<file path="config.mk">
export PLATFORM = sky130hd
export DESIGN_NAME = tdic_top
export DESIGN_NICKNAME = d
export VERILOG_FILES = /design/src/common/tdic_pkg.sv /design/src/verilog/tdic_wrap_cnt.sv /design/src/verilog/tdic_top.sv
export SDC_FILE = /design/constraint.sdc
export NUM_CORES = 1
export LEC_CHECK = 0
export ABC_AREA = 0
export BUFFER_PORTS_ARGS = -buffer_cell sky130_fd_sc_hd__buf_2
export CORE_MARGIN = 2
export CORE_UTILIZATION = 48
export CTS_BUF_LIST = sky130_fd_sc_hd__clkbuf_8
export CTS_CLUSTER_DIAMETER = 120
export DETAILED_ROUTE_END_ITERATION = 6
export PLACE_DENSITY = 0.63
export SYNTH_ARGS = -nofsm -noshare
export SYNTH_HDL_FRONTEND = slang
export SYNTH_SLANG_ARGS = --single-unit
</file>
<file path="constraint.sdc">
create_clock -name clock -period 2.65 [get_ports clock]
set_input_delay 0.265 -clock clock [delete_from_list [all_inputs] [get_ports clock]]
set_output_delay 0.265 -clock clock [all_outputs]
set_load 0.005 [all_outputs]
</file>
<file path="src/common/tdic_pkg.sv">
/*
  Constants for the time-of-day and interval counter: register addresses,
  control field positions, reset values and counter limits.
  Assumes a byte-wide special-function register port and a 1/128 s tick input.
*/
// Summary of operation
// - Seconds advance once per second while enabled.
// - Seconds wrap 59 to 0, carry minutes.
// - Minutes wrap 59 to 0, carry hours.
// - 24-hour mode: hours wrap 23 to 0.
// - 24-hour bit clear: hours wrap at 255.
// - Software preloads time, counting starts on enable.
// - Disable stops clock, restores last written time.
// - Interval counter steps at selected timebase.
// - Timebase codes: tick, seconds, minutes, hours.
// - Target and interval counter are eight bits.
// - Counter equals target sets sticky match flag.
package tdic_pkg;
  localparam logic [7:0] TDIC_ADDR_CTRL   = 8'ha1;
  localparam logic [7:0] TDIC_ADDR_FRAC   = 8'ha2;
  localparam logic [7:0] TDIC_ADDR_SEC    = 8'ha3;
  localparam logic [7:0] TDIC_ADDR_MIN    = 8'ha4;
  localparam logic [7:0] TDIC_ADDR_HOUR   = 8'ha5;
  localparam logic [7:0] TDIC_ADDR_TARGET = 8'ha6;
  localparam logic [7:0] TDIC_RST_VAL     = 8'h00;
  localparam int         TDIC_BIT_TIME_EN = 0;
  localparam int         TDIC_BIT_INTV_EN = 1;
  localparam int         TDIC_BIT_MATCH   = 2;
  localparam int         TDIC_BIT_SINGLE  = 3;
  localparam int         TDIC_BIT_TS_LO   = 4;
  localparam int         TDIC_BIT_TS_HI   = 5;
  localparam int         TDIC_BIT_H24     = 6;
  localparam logic [7:0] TDIC_FRAC_MAX    = 8'h7f;
  localparam logic [7:0] TDIC_SEC_MAX     = 8'h3b;
  localparam logic [7:0] TDIC_MIN_MAX     = 8'h3b;
  localparam logic [7:0] TDIC_HOUR_MAX24  = 8'h17;
  localparam logic [7:0] TDIC_HOUR_MAXALL = 8'hff;
  localparam logic [1:0] TDIC_TB_TICK     = 2'h0;
  localparam logic [1:0] TDIC_TB_SEC      = 2'h1;
  localparam logic [1:0] TDIC_TB_MIN      = 2'h2;
  localparam logic [1:0] TDIC_TB_HOUR     = 2'h3;
  localparam logic [7:0] TDIC_ONE         = 8'h01;
endpackage : tdic_pkg

</file>
<file path="src/verilog/tdic_wrap_cnt.sv">
/*
  One wrapping 8-bit time digit with load, restore and carry.
  Assumes the parent supplies the step enable and the wrap limit.
*/
`timescale 1ns/1ps
module tdic_wrap_cnt
  import tdic_pkg::*;
(
  // Clock and reset
  input  wire logic       clock,
  input  wire logic       srst,
  // Control
  input  wire logic       step,
  input  wire logic [7:0] limit,
  input  wire logic       load,
  input  wire logic [7:0] load_val,
  input  wire logic       restore,
  // Result
  output logic      [7:0] value,
  output logic            carry
);
  logic [7:0] shadow_r;
  logic [7:0] shadow_nxt;
  logic [7:0] value_r;
  logic [7:0] value_nxt;

  assign value = value_r;
  assign carry = step && (value_r >= limit);

  always_comb
  begin
    shadow_nxt = load ? load_val : shadow_r;
    value_nxt  = value_r;
    if (load)
    begin
      value_nxt = load_val;
    end
    else if (restore)
    begin
      value_nxt = shadow_r;
    end
    else if (step)
    begin
      value_nxt = carry ? TDIC_RST_VAL : value_r + TDIC_ONE;
    end
  end

  always_ff @(posedge clock)
  begin
    if (srst)
    begin
      shadow_r <= TDIC_RST_VAL;
      value_r  <= TDIC_RST_VAL;
    end
    else
    begin
      shadow_r <= shadow_nxt;
      value_r  <= value_nxt;
    end
  end
endmodule : tdic_wrap_cnt

</file>
<file path="src/verilog/tdic_top.sv">
/*
  Time-of-day and interval counter with byte-wide register port.
  Assumes a one-cycle tick input every 1/128 s and single-cycle register strobes.
*/
`timescale 1ns/1ps
module tdic_top
  import tdic_pkg::*;
(
  // Clock and reset
  input  wire logic       clock,
  input  wire logic       srst,
  // Timebase
  input  wire logic       tick_128,
  // Register port
  input  wire logic [7:0] reg_addr,
  input  wire logic       reg_wr,
  input  wire logic [7:0] reg_wdata,
  output logic      [7:0] reg_rdata,
  // Status
  output logic            interval_match_flag
);
  logic [7:0] ctrl_r;
  logic [7:0] ctrl_nxt;
  logic [7:0] intv_r;
  logic [7:0] intv_nxt;
  logic [7:0] target_r;
  logic [7:0] target_nxt;
  logic [7:0] rdata_r;
  logic [7:0] rdata_nxt;
  logic [7:0] frac_v;
  logic [7:0] sec_v;
  logic [7:0] min_v;
  logic [7:0] hour_v;
  logic       frac_c;
  logic       sec_c;
  logic       min_c;
  logic       time_clock_enable;
  logic       interval_count_enable;
  logic       restore;
  logic       unit_step;
  logic [1:0] tb_sel;
  logic       ld_ctrl;
  logic       ld_frac;
  logic       ld_sec;
  logic       ld_min;
  logic       ld_hour;
  logic       ld_target;
  logic       intv_run;
  logic       intv_match;
  logic [7:0] intv_inc;

  // Strobe and address come in as arguments so that every use follows their changes.
  function automatic logic wr_hit(input logic wr, input logic [7:0] addr, input logic [7:0] a);
    wr_hit = wr && (addr == a);
  endfunction : wr_hit

  assign ld_ctrl               = wr_hit(reg_wr, reg_addr, TDIC_ADDR_CTRL);
  assign ld_frac               = wr_hit(reg_wr, reg_addr, TDIC_ADDR_FRAC);
  assign ld_sec                = wr_hit(reg_wr, reg_addr, TDIC_ADDR_SEC);
  assign ld_min                = wr_hit(reg_wr, reg_addr, TDIC_ADDR_MIN);
  assign ld_hour               = wr_hit(reg_wr, reg_addr, TDIC_ADDR_HOUR);
  assign ld_target             = wr_hit(reg_wr, reg_addr, TDIC_ADDR_TARGET);
  assign time_clock_enable     = ctrl_r[TDIC_BIT_TIME_EN];
  assign interval_count_enable = ctrl_r[TDIC_BIT_INTV_EN];
  assign interval_match_flag   = ctrl_r[TDIC_BIT_MATCH];
  assign tb_sel                = {ctrl_r[TDIC_BIT_TS_HI], ctrl_r[TDIC_BIT_TS_LO]};
  assign reg_rdata             = rdata_r;
  // Restore happens on the falling edge of the enable bit written by software.
  assign restore               = ld_ctrl && time_clock_enable && !reg_wdata[TDIC_BIT_TIME_EN];
  // A software write that drops the interval enable wins over a count in the same cycle.
  assign intv_run              = ld_ctrl ? reg_wdata[TDIC_BIT_INTV_EN] : interval_count_enable;
  assign intv_inc              = intv_r + TDIC_ONE;
  assign intv_match            = intv_run && interval_count_enable && unit_step && (intv_inc == target_r);

  tdic_wrap_cnt u_frac (
    .clock    (clock),
    .srst     (srst),
    .step     (time_clock_enable && tick_128),
    .limit    (TDIC_FRAC_MAX),
    .load     (ld_frac),
    .load_val (reg_wdata),
    .restore  (restore),
    .value    (frac_v),
    .carry    (frac_c)
  );
  tdic_wrap_cnt u_sec (
    .clock    (clock),
    .srst     (srst),
    .step     (frac_c),
    .limit    (TDIC_SEC_MAX),
    .load     (ld_sec),
    .load_val (reg_wdata),
    .restore  (restore),
    .value    (sec_v),
    .carry    (sec_c)
  );
  tdic_wrap_cnt u_min (
    .clock    (clock),
    .srst     (srst),
    .step     (sec_c),
    .limit    (TDIC_MIN_MAX),
    .load     (ld_min),
    .load_val (reg_wdata),
    .restore  (restore),
    .value    (min_v),
    .carry    (min_c)
  );
  tdic_wrap_cnt u_hour (
    .clock    (clock),
    .srst     (srst),
    .step     (min_c),
    .limit    (ctrl_r[TDIC_BIT_H24] ? TDIC_HOUR_MAX24 : TDIC_HOUR_MAXALL),
    .load     (ld_hour),
    .load_val (reg_wdata),
    .restore  (restore),
    .value    (hour_v),
    .carry    ()
  );

  always_comb
  begin
    case (tb_sel)
      TDIC_TB_TICK: unit_step = time_clock_enable && tick_128;
      TDIC_TB_SEC:  unit_step = frac_c;
      TDIC_TB_MIN:  unit_step = sec_c;
      TDIC_TB_HOUR: unit_step = min_c;
      default:      unit_step = 1'b0;
    endcase
  end

  always_comb
  begin
    ctrl_nxt = ctrl_r;
    if (ld_ctrl)
    begin
      ctrl_nxt = reg_wdata;
      // The match flag is only cleared by software; writing one does not set it.
      ctrl_nxt[TDIC_BIT_MATCH] = ctrl_r[TDIC_BIT_MATCH] && reg_wdata[TDIC_BIT_MATCH];
    end
    if (intv_match)
    begin
      // Set wins over a simultaneous software clear.
      ctrl_nxt[TDIC_BIT_MATCH] = 1'b1;
      if (ctrl_r[TDIC_BIT_SINGLE])
      begin
        ctrl_nxt[TDIC_BIT_INTV_EN] = 1'b0;
      end
    end
  end

  always_ff @(posedge clock)
  begin
    if (srst)
    begin
      ctrl_r <= TDIC_RST_VAL;
    end
    else
    begin
      ctrl_r <= ctrl_nxt;
    end
  end

  always_comb
  begin
    target_nxt = target_r;
    if (ld_target)
    begin
      target_nxt = reg_wdata;
    end
  end

  always_ff @(posedge clock)
  begin
    if (srst)
    begin
      target_r <= TDIC_RST_VAL;
    end
    else
    begin
      target_r <= target_nxt;
    end
  end

  always_comb
  begin
    intv_nxt = intv_r;
    if (!intv_run)
    begin
      intv_nxt = TDIC_RST_VAL;
    end
    else if (interval_count_enable && unit_step)
    begin
      intv_nxt = intv_match ? TDIC_RST_VAL : intv_inc;
    end
  end

  always_ff @(posedge clock)
  begin
    if (srst)
    begin
      intv_r <= TDIC_RST_VAL;
    end
    else
    begin
      intv_r <= intv_nxt;
    end
  end

  always_comb
  begin
    case (reg_addr)
      TDIC_ADDR_CTRL:   rdata_nxt = ctrl_r;
      TDIC_ADDR_FRAC:   rdata_nxt = frac_v;
      TDIC_ADDR_SEC:    rdata_nxt = sec_v;
      TDIC_ADDR_MIN:    rdata_nxt = min_v;
      TDIC_ADDR_HOUR:   rdata_nxt = hour_v;
      TDIC_ADDR_TARGET: rdata_nxt = target_r;
      default:          rdata_nxt = TDIC_RST_VAL;
    endcase
  end

  always_ff @(posedge clock)
  begin
    if (srst)
    begin
      rdata_r <= TDIC_RST_VAL;
    end
    else
    begin
      rdata_r <= rdata_nxt;
    end
  end
endmodule : tdic_top

</file>
==> impl_metrics.py <==
metrics = {
    "run_status": {
        "outcome": "finished clean",
    },
    "drt": {
        "vias": 5349,
        "wl_met3_um": 974,
        "ant_nets": 0,
        "met2_length_mm": 7.70,
        "via_per_inst": 6.22,
        "dr.first_iter.drc_count": 398,
        "wl_per_cell_um": 19.5,
        "first_pass_iters": 5,
        "met1Wirelength_mm": 7.55,
        "post-route-drc-count": 0,
        "routed_wl_mm": 16.8,
        "top_layer_used": "met4",
    },
    "clock_tree": {
        "clock_sinks": 96,
        "root_buffer": "clkbuf_8",
        "cts_buffer_depth": 2,
        "hold_buffers": 0,
        "htreeDepth": 3,
        "post_cts_buffers": 0,
        "cts.clk_slew.worst_paths_ps": 100,
        "cts_tree": "built",
        "postCtsResizedCells": 0,
        "cts_buffers": 9,
        "clk_latency_ps": 390,
    },
    "placement": {
        "port_buffers": 28,
        "dp_hpwl_mm": 11.9,
        "dpl.cell_count": 845,
        "place_ws_ps": 255,
        "place_congestion": 1.00,
        "placedInstanceArea_mm2": 0.00573,
    },
    "logic_synthesis": {
        "yosysSeqAreaShare": 0.358,
        "synthTopCellsByArea": "dfxtp_1 36%, a21oi_1 8.3%, nand2_1 8.0%",
        "avgSynthCellArea_um2": 7.75,
        "synth_edf_count": 0,
        "synthFlopType": "dfxtp_1",
        "synth-async-reset-ratio": 0,
        "ys_ff_latch": 96,
        "syn_inst": 693,
        "synth_top_area_share": 0.358,
        "syn_nets": 722,
        "synth_top_cell_by_area": "dfxtp_1",
        "syn_area_mm2": 0.00537,
        "yosys_warnings": 0,
        "ys_types": 68,
    },
    "worst_setup_path": {
        "worst_ep_arrival_time_ps": 2730,
        "rr_worst_depth": 7,
        "timing.rr.start": "u_frac.value[1]",
        "start_kind": "register",
        "cp_max_fo": 6,
        "worstSetupPathType": "reg2reg",
        "end_kind": "register",
        "required_ps": 2900,
        "r2r_end": "u_sec.value[1]",
        "r2r_setup_slack_ps": 160,
    },
    "timing": {
        "maxSlewViolCount": 0,
        "setup_slack_ps": 165,
        "max_freq_mhz": 402,
        "rsz0062_at_grt": "no",
        "finalSetupViolations": 0,
        "fin_tns_setup_ps": 0,
        "slew_headroom": 0.613,
        "fin_skew_ps": 14.3,
        "post-route-period-util": 0.938,
        "hold_viol_final": 0,
        "layout_min_cycle_time_ps": 2490,
        "worst_slew_pin_slew_ps": 581,
        "hold_slack_ps": 147,
    },
    "hold_path": {
        "hold_end": "reg_rdata[4]",
        "hp-class": "in2reg",
        "hp-start": "reg_addr[3]",
        "hold_depth": 2,
    },
    "floorplanning": {
        "initial_core_util": 0.493,
        "rows": 38,
        "dieHeight_um": 110,
        "io_pins": 29,
        "fp.dieW_um": 110,
        "coreArea_mm2": 0.0109,
        "dieArea_mm2": 0.0121,
    },
    "global_route": {
        "grt_usage": 0.292,
        "grt_pass1_wl_mm": 26.6,
        "grt_max_degree": 46,
        "grt_pass1_vias": 4984,
        "overflow": 0,
        "antenna_found_initial": 0,
    },
    "power": {
        "seq_power_share": 0.565,
        "switchingPower_uw": 629,
        "switching_share": 0.246,
        "power_frac_comb": 0.053,
        "ir_worst_vdd_mv": 0.306,
        "power_leakage_nw": 2.12,
        "p_int_mw": 1.93,
        "powerDensity_mw_per_mm2": 432,
        "p_clk_frac": 0.382,
    },
    "finish": {
        "synthToLayoutAreaGrowth_pct": 10.2,
        "antenna_cells": 0,
        "finalInstanceArea_mm2": 0.00592,
        "stdcell_count": 860,
        "final_nets": 745,
        "drive_gt1_frac": 0.136,
    },
    "run": {
        "maxCapViolCount": 0,
    },
}
area by class of cell:
class | count | area [µm²]
clock buffer | 10 | 138
timing repair buffer | 56 | 363
sequential | 96 | 1920
inverter | 6 | 22.5
fill | 1064 | 4970
tap | 140 | 175
multi-input combinational | 547 | 3250
clock inverter | 5 | 48.8
cells in the final DEF (no fill, tap or decap), types with 4 or more instances in the layout:
| cell | netlist | routed |
|---|---|---|
| o2111ai_1 | 4 | 4 |
| nand3_1 | 32 | 32 |
| xnor2_1 | 6 | 6 |
| nor2_1 | 58 | 58 |
| nor4_1 | 5 | 5 |
| dfxtp_1 | 96 | 96 |
| mux2i_1 | 10 | 10 |
| and2_1 | 5 | 5 |
| a22o_1 | 7 | 7 |
| or3_1 | 5 | 5 |
| nor2b_1 | 8 | 8 |
| a22oi_1 | 9 | 9 |
| o211ai_1 | 4 | 4 |
| xor2_1 | 5 | 5 |
| a21oi_1 | 89 | 89 |
| a211oi_1 | 8 | 8 |
| nand2b_1 | 5 | 5 |
| o22a_1 | 4 | 4 |
| inv_1 | 6 | 7 |
| and3_1 | 13 | 13 |
| ha_1 | 9 | 9 |
| o21ai_0 | 27 | 27 |
| a31oi_1 | 12 | 12 |
| clkbuf_8 | 0 | 10 |
| buf_2 | 5 | 28 |
| nand2_1 | 114 | 114 |
| o311ai_0 | 4 | 4 |
| nand4_1 | 8 | 8 |
| nor3_1 | 16 | 16 |
| a221oi_1 | 6 | 6 |
| mux2_2 | 14 | 14 |
| nand3b_1 | 4 | 4 |
| a311oi_1 | 5 | 5 |
| buf_4 | 2 | 27 |
cell families after synthesis:
kind of cell             after synthesis  share of synthesized area
adder cells (fa/ha/maj)                9                     0.0210
AO/OA/AOI/OAI                        209                      0.249
flip-flops                            96                      0.358
AND/OR/NAND/NOR                      293                      0.265
XOR/XNOR                              12                     0.0221
multiplexers                          24                     0.0480
buffers and inverters                 50                     0.0375
critical path: stages (launching register included):
cell      delay [ps]
dfxtp_1          420
ha_1             210
and3_1           280
a41oi_2          260
or3_1            530
and3_1           270
a221oi_1         280
nor3_1           100
registers in the layout, indices dropped and copies added (netlist names):
name / cells
u_min.shadow_r: 8
reg_rdata: 8
intv_r: 8
u_min.value: 8
target_r: 8
ctrl_r: 8
u_sec.value: 8
u_frac.shadow_r: 8
u_hour.shadow_r: 8
u_hour.value: 8
u_sec.shadow_r: 8
u_frac.value: 8
cell usage after synthesis, types with 4 or more instances:
library cell,instances
ha_1,9
a22oi_1,9
buf_2,5
nor4_1,5
nand2_1,114
mux2i_1,10
a211oi_1,8
o22a_1,4
dfxtp_1,96
a221oi_1,6
nand3b_1,4
nand4_1,8
clkbuf_1,34
and3_1,13
nor2_1,58
o2111ai_1,4
o211ai_1,4
a21oi_1,89
xnor2_1,6
inv_1,6
o311ai_0,4
a22o_1,7
mux2_2,14
o21ai_0,27
nor3_1,16
nand3_1,32
or3_1,5
a311oi_1,5
and2_1,5
nor2b_1,8
a31oi_1,12
xor2_1,5
nand2b_1,5
stage by stage:
| stage | util | power [mW] |
|---|---|---|
| global route | 0.544 | 2.64 |
| CTS | 0.544 | 2.57 |
| finish | 0.544 | 2.56 |
| global placement | 0.526 | 1.61 |
| floorplan | - | 1.56 |
| detailed placement | 0.526 | 1.61 |
power groups by stage:
stage	sequential (mW)	combinational (mW)	clock, mW
global placement	1.48	0.132	0
finish	1.45	0.137	0.977
detailed placement	1.48	0.134	0
CTS	1.45	0.134	0.995
floorplan	1.48	0.0784	0
global route	1.45	0.146	1.04
how the worst max path moves through the flow:
stage	from	end	slack [ps]	cells past startpoint
after floorplan	u_frac.value[0]	intv_r[2]	500	8
after global placement	u_frac.value[0]	intv_r[2]	310	7
after detailed placement	u_frac.value[0]	u_sec.value[1]	250	7
after CTS	u_frac.value[1]	u_sec.value[1]	220	7
after global routing	u_frac.value[1]	intv_r[2]	5	7
final	u_frac.value[1]	u_sec.value[1]	160	7
routing by layer:
metal | track usage | up-vias
li1 | - | 2589
met1 | 0.389 | 2533
met2 | 0.459 | 192
met3 | 0.0439 | 35
met4 | 0.143 | 0
met5 | 0 | -
Note: power is estimated with default switching activity, not from simulation.
